`src/rtl/gcr_pkg.sv`:
```
package gcr_pkg;

   // ------------------------------------------------------------------
   // Register indices; the byte address is four times the index.
   // ------------------------------------------------------------------
   localparam logic [7:0] IDX_CLK_CTRL  = 8'hf3;
   localparam logic [7:0] IDX_LIU_RST   = 8'hf5;
   localparam logic [7:0] IDX_FRM_RST   = 8'hf6;
   localparam logic [7:0] IDX_STATUS    = 8'hf7;
   localparam logic [7:0] IDX_ID        = 8'hf8;

   // ------------------------------------------------------------------
   // Field positions of the clock control register.
   // ------------------------------------------------------------------
   localparam int SRC_LSB    = 4;
   localparam int SRC_MSB    = 7;
   localparam int REFF_BIT   = 3;
   localparam int FAMILY_BIT = 2;
   localparam int MULT_LSB   = 0;
   localparam int MULT_MSB   = 1;

   // Field positions of the status register.
   localparam int STS_VALID_BIT = 0;
   localparam int STS_DRIVE_BIT = 1;
   localparam int STS_LEVEL_BIT = 2;

   // Field positions of the identification register.
   localparam int ID_TYPE_LSB = 3;
   localparam int ID_REV_LSB  = 0;

   // ------------------------------------------------------------------
   // Values after reset.
   // ------------------------------------------------------------------
   localparam logic [7:0] CLK_CTRL_RST = 8'h00;
   localparam logic [7:0] LIU_RST_RST  = 8'h00;
   localparam logic [7:0] FRM_RST_RST  = 8'h00;

   // ------------------------------------------------------------------
   // Reference source codes and frequencies in kHz.
   // ------------------------------------------------------------------
   localparam logic [3:0]  SRC_DERIVED_T1 = 4'h8;
   localparam logic [3:0]  SRC_DERIVED_E1 = 4'h9;
   localparam logic [3:0]  SRC_EXTERNAL   = 4'ha;
   localparam logic [15:0] REF_E1_KHZ     = 16'h0800;
   localparam logic [15:0] REF_T1_KHZ     = 16'h0608;

   // Master clock base rates in kHz, shifted left by the multiple code.
   localparam logic [15:0] MCLK_E1_BASE_KHZ = 16'h0800;
   localparam logic [15:0] MCLK_T1_BASE_KHZ = 16'h0608;

   localparam int NUM_PORTS = 8;

   typedef enum logic [1:0] {
      GCR_SRC_NONE,
      GCR_SRC_PORT,
      GCR_SRC_DERIVED,
      GCR_SRC_EXTERNAL
   } gcr_src_t;

endpackage : gcr_pkg

```
`src/rtl/gcr_sync2.sv`:
```
`timescale 1ns/100ps

module gcr_sync2 (
   // Clock and reset
   input  wire logic clk,
   input  wire logic rst,
   // Asynchronous level in, synchronised level out
   input  wire logic async_in,
   output logic      sync_out
);

   logic meta_r;

   // The first stage feeds the second stage and nothing else.
   always_ff @(posedge clk or posedge rst) begin
      if (rst) begin
         meta_r   <= 1'b0;
         sync_out <= 1'b0;
      end else begin
         meta_r   <= async_in;
         sync_out <= meta_r;
      end
   end

endmodule : gcr_sync2

```
`src/rtl/gcr_regs.sv`:
```
// Register access over Avalon-MM is this design's own decision.
`timescale 1ns/100ps

module gcr_regs
   import gcr_pkg::*;
#(
   // Arbitrary neutral values, not those of any real part.
   parameter logic [4:0] DEVICE_TYPE = 5'h12,
   parameter logic [2:0] SILICON_REV = 3'h0
) (
   // Clock and reset
   input  wire logic        clk,
   input  wire logic        rst,
   // Avalon-MM slave
   input  wire logic [9:0]  avs_address,
   input  wire logic        avs_read,
   input  wire logic        avs_write,
   input  wire logic [31:0] avs_writedata,
   input  wire logic [3:0]  avs_byteenable,
   output logic      [31:0] avs_readdata,
   output logic             avs_waitrequest,
   // Recovered receive clocks and master clock pin
   input  wire logic [7:0]  recovered_rx_clk,
   input  wire logic        master_clk_pin,
   // Reference clock pin, three signals
   input  wire logic        reference_clock_pin_i,
   output logic             reference_clock_pin_o,
   output logic             reference_clock_pin_oe_n,
   // Backplane clock generator controls
   output logic             backplane_ref_clk,
   output logic             backplane_ref_freq_sel,
   output logic             backplane_ref_valid,
   output logic [15:0]      master_clk_khz,
   // Per-port software resets
   output logic [7:0]       line_if_reset,
   output logic [7:0]       line_if_reset_start,
   output logic [7:0]       framer_tester_reset,
   output logic [7:0]       framer_tester_reset_start
);

   // ------------------------------------------------------------------
   // Pin synchronisers
   // ------------------------------------------------------------------
   logic [7:0] rclk_s;
   logic       mclk_s;
   logic       refpin_s;

   genvar gi;
   generate
      for (gi = 0; gi < NUM_PORTS; gi++) begin : g_rclk
         gcr_sync2 u_sync (
            .clk      (clk),
            .rst      (rst),
            .async_in (recovered_rx_clk[gi]),
            .sync_out (rclk_s[gi])
         );
      end
   endgenerate

   gcr_sync2 u_sync_mclk (
      .clk      (clk),
      .rst      (rst),
      .async_in (master_clk_pin),
      .sync_out (mclk_s)
   );

   gcr_sync2 u_sync_refpin (
      .clk      (clk),
      .rst      (rst),
      .async_in (reference_clock_pin_i),
      .sync_out (refpin_s)
   );

   // ------------------------------------------------------------------
   // Bus decode
   // ------------------------------------------------------------------
   logic       ack_r;
   logic [7:0] reg_idx;
   logic       req;
   logic       wr_ack;
   logic       rd_take;
   logic       lane0;
   logic       hit_clk_ctrl;
   logic       hit_liu_rst;
   logic       hit_frm_rst;
   logic       hit_status;
   logic       hit_id;

   assign reg_idx      = avs_address[9:2];
   assign req          = avs_read | avs_write;
   assign lane0        = avs_byteenable[0];
   // Writes land at the edge where waitrequest is seen low.
   assign wr_ack       = avs_write & ack_r & lane0;
   assign rd_take      = avs_read & ~ack_r;
   assign hit_clk_ctrl = (reg_idx == IDX_CLK_CTRL);
   assign hit_liu_rst  = (reg_idx == IDX_LIU_RST);
   assign hit_frm_rst  = (reg_idx == IDX_FRM_RST);
   assign hit_status   = (reg_idx == IDX_STATUS);
   assign hit_id       = (reg_idx == IDX_ID);

   // One wait cycle per access gives time to register read data.
   assign avs_waitrequest = req & ~ack_r;

   always_ff @(posedge clk or posedge rst) begin
      if (rst) begin
         ack_r <= 1'b0;
      end else begin
         ack_r <= req & ~ack_r;
      end
   end

   // ------------------------------------------------------------------
   // Control registers
   // ------------------------------------------------------------------
   logic [7:0] clk_ctrl_r;
   logic [7:0] clk_ctrl_nxt;
   logic [7:0] liu_rst_r;
   logic [7:0] liu_rst_nxt;
   logic [7:0] frm_rst_r;
   logic [7:0] frm_rst_nxt;

   assign clk_ctrl_nxt = (wr_ack & hit_clk_ctrl) ? avs_writedata[7:0]
                                                 : clk_ctrl_r;
   assign liu_rst_nxt  = (wr_ack & hit_liu_rst) ? avs_writedata[7:0]
                                                : liu_rst_r;
   assign frm_rst_nxt  = (wr_ack & hit_frm_rst) ? avs_writedata[7:0]
                                                : frm_rst_r;

   // identification write ignored
   // There is no storage behind the identification index, so a write
   // there falls through every decode above and changes no state.

   always_ff @(posedge clk or posedge rst) begin
      if (rst) begin
         clk_ctrl_r <= CLK_CTRL_RST;
         liu_rst_r  <= LIU_RST_RST;
         frm_rst_r  <= FRM_RST_RST;
      end else begin
         clk_ctrl_r <= clk_ctrl_nxt;
         liu_rst_r  <= liu_rst_nxt;
         frm_rst_r  <= frm_rst_nxt;
      end
   end

   // ------------------------------------------------------------------
   // Per-port software resets
   // ------------------------------------------------------------------
   logic [7:0] liu_rise;
   logic [7:0] frm_rise;

   assign liu_rise = liu_rst_nxt & ~liu_rst_r;
   assign frm_rise = frm_rst_nxt & ~frm_rst_r;

   assign line_if_reset       = liu_rst_r;
   assign framer_tester_reset = frm_rst_r;

   always_ff @(posedge clk or posedge rst) begin
      if (rst) begin
         line_if_reset_start       <= 8'h00;
         framer_tester_reset_start <= 8'h00;
      end else begin
         line_if_reset_start       <= liu_rise;
         framer_tester_reset_start <= frm_rise;
      end
   end

   // ------------------------------------------------------------------
   // Reference source decode
   // ------------------------------------------------------------------
   logic [3:0] src_code;
   logic       ref_freq_t1;
   logic [2:0] port_sel;
   gcr_src_t   src_kind;

   assign src_code    = clk_ctrl_r[SRC_MSB:SRC_LSB];
   assign ref_freq_t1 = clk_ctrl_r[REFF_BIT];
   assign port_sel    = src_code[2:0];

   always_comb begin
      src_kind = GCR_SRC_NONE;
      if (!src_code[3]) begin
         src_kind = GCR_SRC_PORT;
      end else if (src_code == SRC_DERIVED_T1 && ref_freq_t1) begin
         src_kind = GCR_SRC_DERIVED;
      end else if (src_code == SRC_DERIVED_E1 && !ref_freq_t1) begin
         src_kind = GCR_SRC_DERIVED;
      end else if (src_code == SRC_EXTERNAL) begin
         src_kind = GCR_SRC_EXTERNAL;
      end
   end

   // ------------------------------------------------------------------
   // Master clock decode
   // ------------------------------------------------------------------
   logic [1:0]  mult_code;
   logic [15:0] mclk_base;
   logic [15:0] mclk_khz_nxt;
   logic [15:0] ref_khz;

   assign mult_code    = clk_ctrl_r[MULT_MSB:MULT_LSB];
   assign mclk_base    = clk_ctrl_r[FAMILY_BIT] ? MCLK_T1_BASE_KHZ
                                                : MCLK_E1_BASE_KHZ;
   assign mclk_khz_nxt = mclk_base << mult_code;
   assign ref_khz      = ref_freq_t1 ? REF_T1_KHZ : REF_E1_KHZ;

   always_ff @(posedge clk or posedge rst) begin
      if (rst) begin
         master_clk_khz <= 16'h0000;
      end else begin
         master_clk_khz <= mclk_khz_nxt;
      end
   end

   // ------------------------------------------------------------------
   // Reference derived from the master clock
   // ------------------------------------------------------------------
   // Every master clock transition adds the wanted rate to a phase
   // accumulator whose modulus is the master rate; each wrap toggles
   // the output. At most one toggle per transition, so a reference
   // faster than the master clock cannot be made and runs slow.
   logic        mclk_prev_r;
   logic        mclk_evt;
   logic [15:0] acc_r;
   logic [15:0] acc_nxt;
   logic [15:0] acc_sum;
   logic        acc_wrap;
   logic        derived_r;
   logic        derived_on;

   assign mclk_evt   = mclk_s ^ mclk_prev_r;
   assign derived_on = (src_kind == GCR_SRC_DERIVED);
   assign acc_sum    = acc_r + ref_khz;
   assign acc_wrap   = (acc_sum >= master_clk_khz);
   assign acc_nxt    = acc_wrap ? (acc_sum - master_clk_khz) : acc_sum;

   always_ff @(posedge clk or posedge rst) begin
      if (rst) begin
         mclk_prev_r <= 1'b0;
      end else begin
         mclk_prev_r <= mclk_s;
      end
   end

   always_ff @(posedge clk or posedge rst) begin
      if (rst) begin
         acc_r     <= 16'h0000;
         derived_r <= 1'b0;
      end else if (!derived_on) begin
         acc_r     <= 16'h0000;
         derived_r <= 1'b0;
      end else if (mclk_evt) begin
         acc_r     <= acc_nxt;
         derived_r <= derived_r ^ acc_wrap;
      end
   end

   // ------------------------------------------------------------------
   // Reference selection and pin direction
   // ------------------------------------------------------------------
   logic ref_level;
   logic pin_drive;

   always_comb begin
      ref_level = 1'b0;
      unique case (src_kind)
         GCR_SRC_NONE:     ref_level = 1'b0;
         GCR_SRC_PORT:     ref_level = rclk_s[port_sel];
         GCR_SRC_DERIVED:  ref_level = derived_r;
         GCR_SRC_EXTERNAL: ref_level = refpin_s;
      endcase
   end

   assign pin_drive                = derived_on;
   assign reference_clock_pin_o    = derived_r;
   assign reference_clock_pin_oe_n = ~pin_drive;

   always_ff @(posedge clk or posedge rst) begin
      if (rst) begin
         backplane_ref_clk      <= 1'b0;
         backplane_ref_freq_sel <= 1'b0;
         backplane_ref_valid    <= 1'b0;
      end else begin
         backplane_ref_clk      <= ref_level;
         backplane_ref_freq_sel <= ref_freq_t1;
         backplane_ref_valid    <= (src_kind != GCR_SRC_NONE);
      end
   end

   // ------------------------------------------------------------------
   // Read path
   // ------------------------------------------------------------------
   logic [7:0]  status_val;
   logic [7:0]  id_val;
   logic [31:0] rd_mux;

   always_comb begin
      status_val                = 8'h00;
      status_val[STS_VALID_BIT] = backplane_ref_valid;
      status_val[STS_DRIVE_BIT] = pin_drive;
      status_val[STS_LEVEL_BIT] = backplane_ref_clk;
   end

   assign id_val = {DEVICE_TYPE, SILICON_REV};

   assign rd_mux = hit_clk_ctrl ? {24'h000000, clk_ctrl_r} :
                   hit_liu_rst  ? {24'h000000, liu_rst_r}  :
                   hit_frm_rst  ? {24'h000000, frm_rst_r}  :
                   hit_status   ? {24'h000000, status_val} :
                   hit_id       ? {24'h000000, id_val}     :
                                  32'h00000000;

   // Read data is captured in the wait cycle and held until the next
   // read, so it is stable at the edge where the master takes it.
   always_ff @(posedge clk or posedge rst) begin
      if (rst) begin
         avs_readdata <= 32'h00000000;
      end else if (rd_take) begin
         avs_readdata <= rd_mux;
      end
   end

endmodule : gcr_regs

```
`config.mk`:
```
export PLATFORM = sky130hd
export DESIGN_NAME = gcr_regs
export DESIGN_NICKNAME = d
export VERILOG_FILES = /design/src/rtl/gcr_pkg.sv /design/src/rtl/gcr_sync2.sv /design/src/rtl/gcr_regs.sv
export SDC_FILE = /design/constraint.sdc
export NUM_CORES = 1
export LEC_CHECK = 0
export BUFFER_PORTS_ARGS = -buffer_cell sky130_fd_sc_hd__buf_2
export CAP_MARGIN = 20
export CORE_MARGIN = 5
export CORE_UTILIZATION = 52
export CTS_CLUSTER_DIAMETER = 50
export DETAILED_ROUTE_END_ITERATION = 10
export GPL_TIMING_DRIVEN = 0
export PLACE_DENSITY = 0.8
export SYNTH_ARGS = -nofsm -noshare
export SYNTH_HDL_FRONTEND = slang
export SYNTH_HIERARCHICAL = 1
export SYNTH_SLANG_ARGS = --single-unit
```
`constraint.sdc`:
```
create_clock -name clk -period 4.2 [get_ports clk]
set_input_delay 0.42 -clock clk [delete_from_list [all_inputs] [get_ports clk]]
set_output_delay 0.42 -clock clk [all_outputs]
set_load 0.02 [all_outputs]
```
# Yosys cells after proc, flatten, opt, wreduce, memory -nomap -nowiden
# Index checks and enable logic that the tools add are counted.
word_totals:
  register_bits: 130
  elab_cells: 93
classes:
  eq_ne: 12
  n_bitwise: 16
  magnitude_cmp: 2
  n_reduce_logical: 5
  n_shift: 1
  muxes: 21
  addsub: 2
ops:
  columns: ["operator", "n"]
  rows:
  - ["$mux 8", 7]
  - ["$mux 16", 3]
  - ["$eq 8x8->1 const B", 5]
  - ["$mux 12", 2]
  - ["$add 16x12->16", 1]
  - ["$and 8x8->8", 2]
  - ["$ge 16x16->1", 1]
  - ["$not 8->8", 2]
  - ["$shl 12x2->16", 1]
  - ["$sub 16x16->16", 1]
  - ["$eq 4x4->1 const B", 3]
  - ["$mux 2", 4]
  - ["$and 1x1->1", 7]
  - ["$eq 2x2->1 const B", 2]
  - ["$lt 3x4->1 const B", 1]
  - ["$pmux 1 s4", 1]
  - ["$bmux 1 s3", 1]
  - ["$mux 1", 3]
  - ["$eq 2x1->1 const B", 1]
  - ["$logic_and 1x1->1", 2]
  - ["$logic_not 2->1", 1]
  - ["$ne 2x2->1 const B", 1]
  - ["$not 1->1", 2]
  - ["$reduce_bool 2->1", 1]
  - ["other kinds (3)", 4]

# Logic depth before layout (Yosys ltp)
logic_depth:
  ltp_word: 10
  mapped_depth: 17

# By module
# Netlist, hierarchy kept.
by_module_without_submodules:
  columns: ["mod", "instances", "cells_each", "area_each_um2"]
  rows:
  - ["gcr_regs", 1, 462, 4505.6]
  - ["gcr_sync2", 10, 3, 53.8]

# Worst setup path before layout
# Ideal clock, no wire load.
synth_path:
  kind: "register to register"
  from: "reg clk_ctrl_r[3]"
  to: "reg acc_r[8]"
  required_ns: 4.118
  path_stages_with_launch: 16
  path_buffers: 1
  synth_period_minus_slack_ns: 3.419
  arrival_ns: 3.337
  path_slack_ns: 0.781
  cell_sequence: "dfrtp_1 > ha_1 > ha_1 > nand3_4 > o21ai_2 > a21oi_2 > and2b_1 > xor2_1 > ha_1 > clkbuf_1 > a21o_1 > a21oi_1 > a41oi_1 > xor2_1 > or3_1 > a21oi_1"
synth_via:
  elab_chain_cells: 7
  word_cells_on_any_way: 15
  cone_classes: "2 x add/sub; 1 x order compare; 2 x eq/ne; 7 x mux; 3 x reduce/logical"
synth_rtl:
  columns: ["element", "line_no", "rtl"]
  rows:
  - ["start, declared", "gcr_regs.sv:115", "logic [7:0] clk_ctrl_r;"]
  - ["start signal, assigned", "gcr_regs.sv:139", "clk_ctrl_r <= clk_ctrl_nxt;"]
  - ["branches (longest 7 deep; another with $add 16x12->16)", null, null]
  - ["end signal, assigned", "gcr_regs.sv:252", "acc_r <= acc_nxt;"]
  - ["end, declared", "gcr_regs.sv:223", "logic [15:0] acc_r;"]
# Parallel ways; which one is timed is not known. The select of a mux whose other input is x is not followed.
# A chain may end at the register's enable or synchronous reset.

# Worst setup path in the final report
layout_path:
  from: "reg clk_ctrl_r[3]"
  to: "reg acc_r[11]"
# Same word-level chain as after synthesis.

==> results.cfg <==
[clock_tree]
clock-sinks = 96
cts_root_buf = clkbuf_8
post_cts_buffers = 0
h-tree-depth = 3
clk_pin_slew_ns = 0.10
cts_tree = built
clock_latency_ns = 0.37
cts_buffers = 9
cts_max_path_buffers = 2

[route]
first_iter_violations = 215
drcViolationCount = 0
vias = 4017
detail_route.wl_per_cell_um = 15.6
drt-total-wl_um = 11800
drtAntennaViolNets = 0
viasPerCell = 5.32
firstDrtPassIters = 4

[finish]
n_antenna_cell = 0
multi_input_area_um2 = 2320
nNetsFinal = 698
drive_above_1_share_pct = 28.3
seq_area_um2 = 2400
syn_to_final_growth_pct = 18.2
fill_cells = 798

[critical_path]
crit_type = reg -> reg
worstPathArrival_ns = 4.17
endpoint_kind = register
worstPathRequired_ns = 4.46
r2r_slack_ns = 0.30
critPathLaunchType = register
path_max_fanout = 10
rr_worst_depth = 15
rr_startpoint = clk_ctrl_r[3]
r2r-end = acc_r[11]

[timing]
tns_ns = 0
fin_crit_ns = 3.90
min_period_over_period_pct = 92.9
fmax_ghz = 0.256
rsz0062_at_grt = no
worst_pin_slew_ns = 0.902
final-max-slew-violation-count = 0
finalHoldViolCount = 0
setup-violations-final = 0
skew_ns = 0.0117
relSlewSlack_pct = 39.4

[synthesis]
synth_top_area_share_pct = 47.6
ys_seq_elements = 96
synth.most_common_cell = dfrtp_1
yosysTopAreaCell = dfrtp_1
synth-seq-area-share_pct = 47.6
synthCells = 492
netlist_top_cells_area = dfrtp_1, ha_1, mux2_2
ys_warn_count = 6
synth-main-ff-cell = dfrtp_1
async_flop_share_pct = 100
avgSynthCellArea_um2 = 10.3
ys_types = 56
synth_commonest_cells = dfrtp_1, nand2_1, nor2_1
synth_edf_count = 0
synth_area_um2 = 5040

[global_route]
globalRouteMet1Util_pct = 27.7
grt_max_degree = 48
grtUsageTotal_pct = 21.2
antenna_found_initial = 0
busiest_layer = met2
met2_usage_pct = 35.0
use_met3_pct = 5.01
grt_pass1_wl_um = 19700
grt_pass1_vias = 4073
overflow = 0

[power_and_ir_drop]
p_leak_nw = 3.03
ir_drop_mv = 0.314
finalPower_mw = 1.75
power_density_nw_per_um2 = 294

[hold_path]
hp-start = recovered_rx_clk[4]
hold_depth = 1
min_path_type = in -> reg
hold-path-endpoint = g_rclk[4].u_sync/meta_r

[placed_design]
portBuffers = 84
dp_hpwl_um = 8960
gp_congestion = 0.908

[floorplanning]
die_y_um = 108
initial_utilization_pct = 52.6
ioPinCount = 146
die_x_um = 108
die-area_um2 = 11800
fp-row-count = 36
core_um2 = 9590

[job]
maxCapViolations = 0

[outcome]
status = finished, final reports clean
-- flip-flops by register name, indices dropped and copies added, names as in the netlist, 8 cells and up --
signal and flops:
acc_r 13, avs_readdata 8, clk_ctrl_r 8, framer_tester_reset 8, framer_tester_reset_start 8, g_rclk.u_sync/meta_r 8
g_rclk.u_sync/sync_out 8, line_if_reset 8, line_if_reset_start 8, master_clk_khz 9
-- per-stage QoR --
step / std cells / hold slack [ns] / setup WS, ns / util [%] / area [µm²]
final: 755 / 0.158 / 0.297 / 62.1 / 5960
after global routing: 755 / 0.140 / 0.0661 / 62.1 / 5960
after CTS: 755 / 0.152 / 0.147 / 62.1 / 5950
after detailed placement: 739 / 0.337 / 0.186 / 60.1 / 5770
after global placement: 738 / 0.331 / 0.214 / 59.8 / 5740
after floorplan: 521 / 0.161 / 0.781 / - / 5150
-- placed cells by master (no fill, tap or decap), drive strengths merged, types with 7 or more instances in the layout --
master  count
mux2       22
clkbuf     24
dfrtp      96
nand3      11
a21o        7
nor2b       7
ha         20
xnor2       8
nor3b      18
nor2       34
buf       121
nand2      35
conb       30
xor2       15
o21ai      31
inv        33
a21oi      30
-- critical path, cell delays in order (launching register included) --
cell	delay, ns
dfrtp_2	0.51
ha_1	0.28
and4_2	0.27
a41o_1	0.26
a21o_1	0.20
a21oi_1	0.32
nor2_1	0.11
xor2_1	0.17
ha_1	0.38
nand3_1	0.11
a311o_2	0.36
nand4_1	0.11
buf_4	0.21
buf_6	0.16
o21ai_1	0.09
a211oi_1	0.26
-- cell type report --
cell class | instances | share of cell area, %
inverters | 29 | 1.87
well taps | 133 | 2.79
repair buffers | 86 | 7.68
plain buffers | 51 | 5.42
clock inverters | 6 | 0.840
clock buffers | 9 | 2.08
flip-flops and latches | 96 | 40.3
multi-input cells | 345 | 39.0
-- worst max path at each step --
stage / start / endpoint / depth (start not counted)
2_1_floorplan: clk_ctrl_r[3] / acc_r[8] / 15
3_3_place_gp: clk_ctrl_r[3] / reference_clock_pin_o / 17
3_5_place_dp: clk_ctrl_r[3] / acc_r[5] / 17
4_1_cts: clk_ctrl_r[3] / acc_r[5] / 17
5_1_grt: clk_ctrl_r[3] / acc_r[11] / 15
6_report: clk_ctrl_r[3] / acc_r[11] / 15
-- cells by family after synthesis --
| logic type | share of synthesized area, % |
|---|---|
| adder cells (fa/ha/maj) | 4.96 |
| multiplexers | 6.40 |
| buffers and inverters | 8.56 |
| other | 0.0744 |
| AO/OA/AOI/OAI | 13.9 |
| XOR/XNOR | 3.99 |
| AND/OR/NAND/NOR | 14.5 |
| flip-flops | 47.6 |
-- metal layers --
layer / vias to the layer above / wire length (µm)
li1: 1903 / -
met1: 1965 / 4970
met2: 125 / 5720
met3: 24 / 773
met4: 0 / 300
met5: - / 0
-- power breakdown --
part | leakage, nW | switching (mW) | internal (mW) | total (mW)
sequential | 1.24 | 0.0159 | 0.947 | 0.963
combinational | 1.70 | 0.135 | 0.0820 | 0.217
clock | 0.0884 | 0.347 | 0.222 | 0.569
-- repair_timing --
action                                  in CTS  in global routing
hold buffers                                 1                  0
hold endpoints to repair                    15                  0
gates resized for setup                      0                  3
endpoints found under the setup margin       0                 14
(Power assumes the default switching activity.)
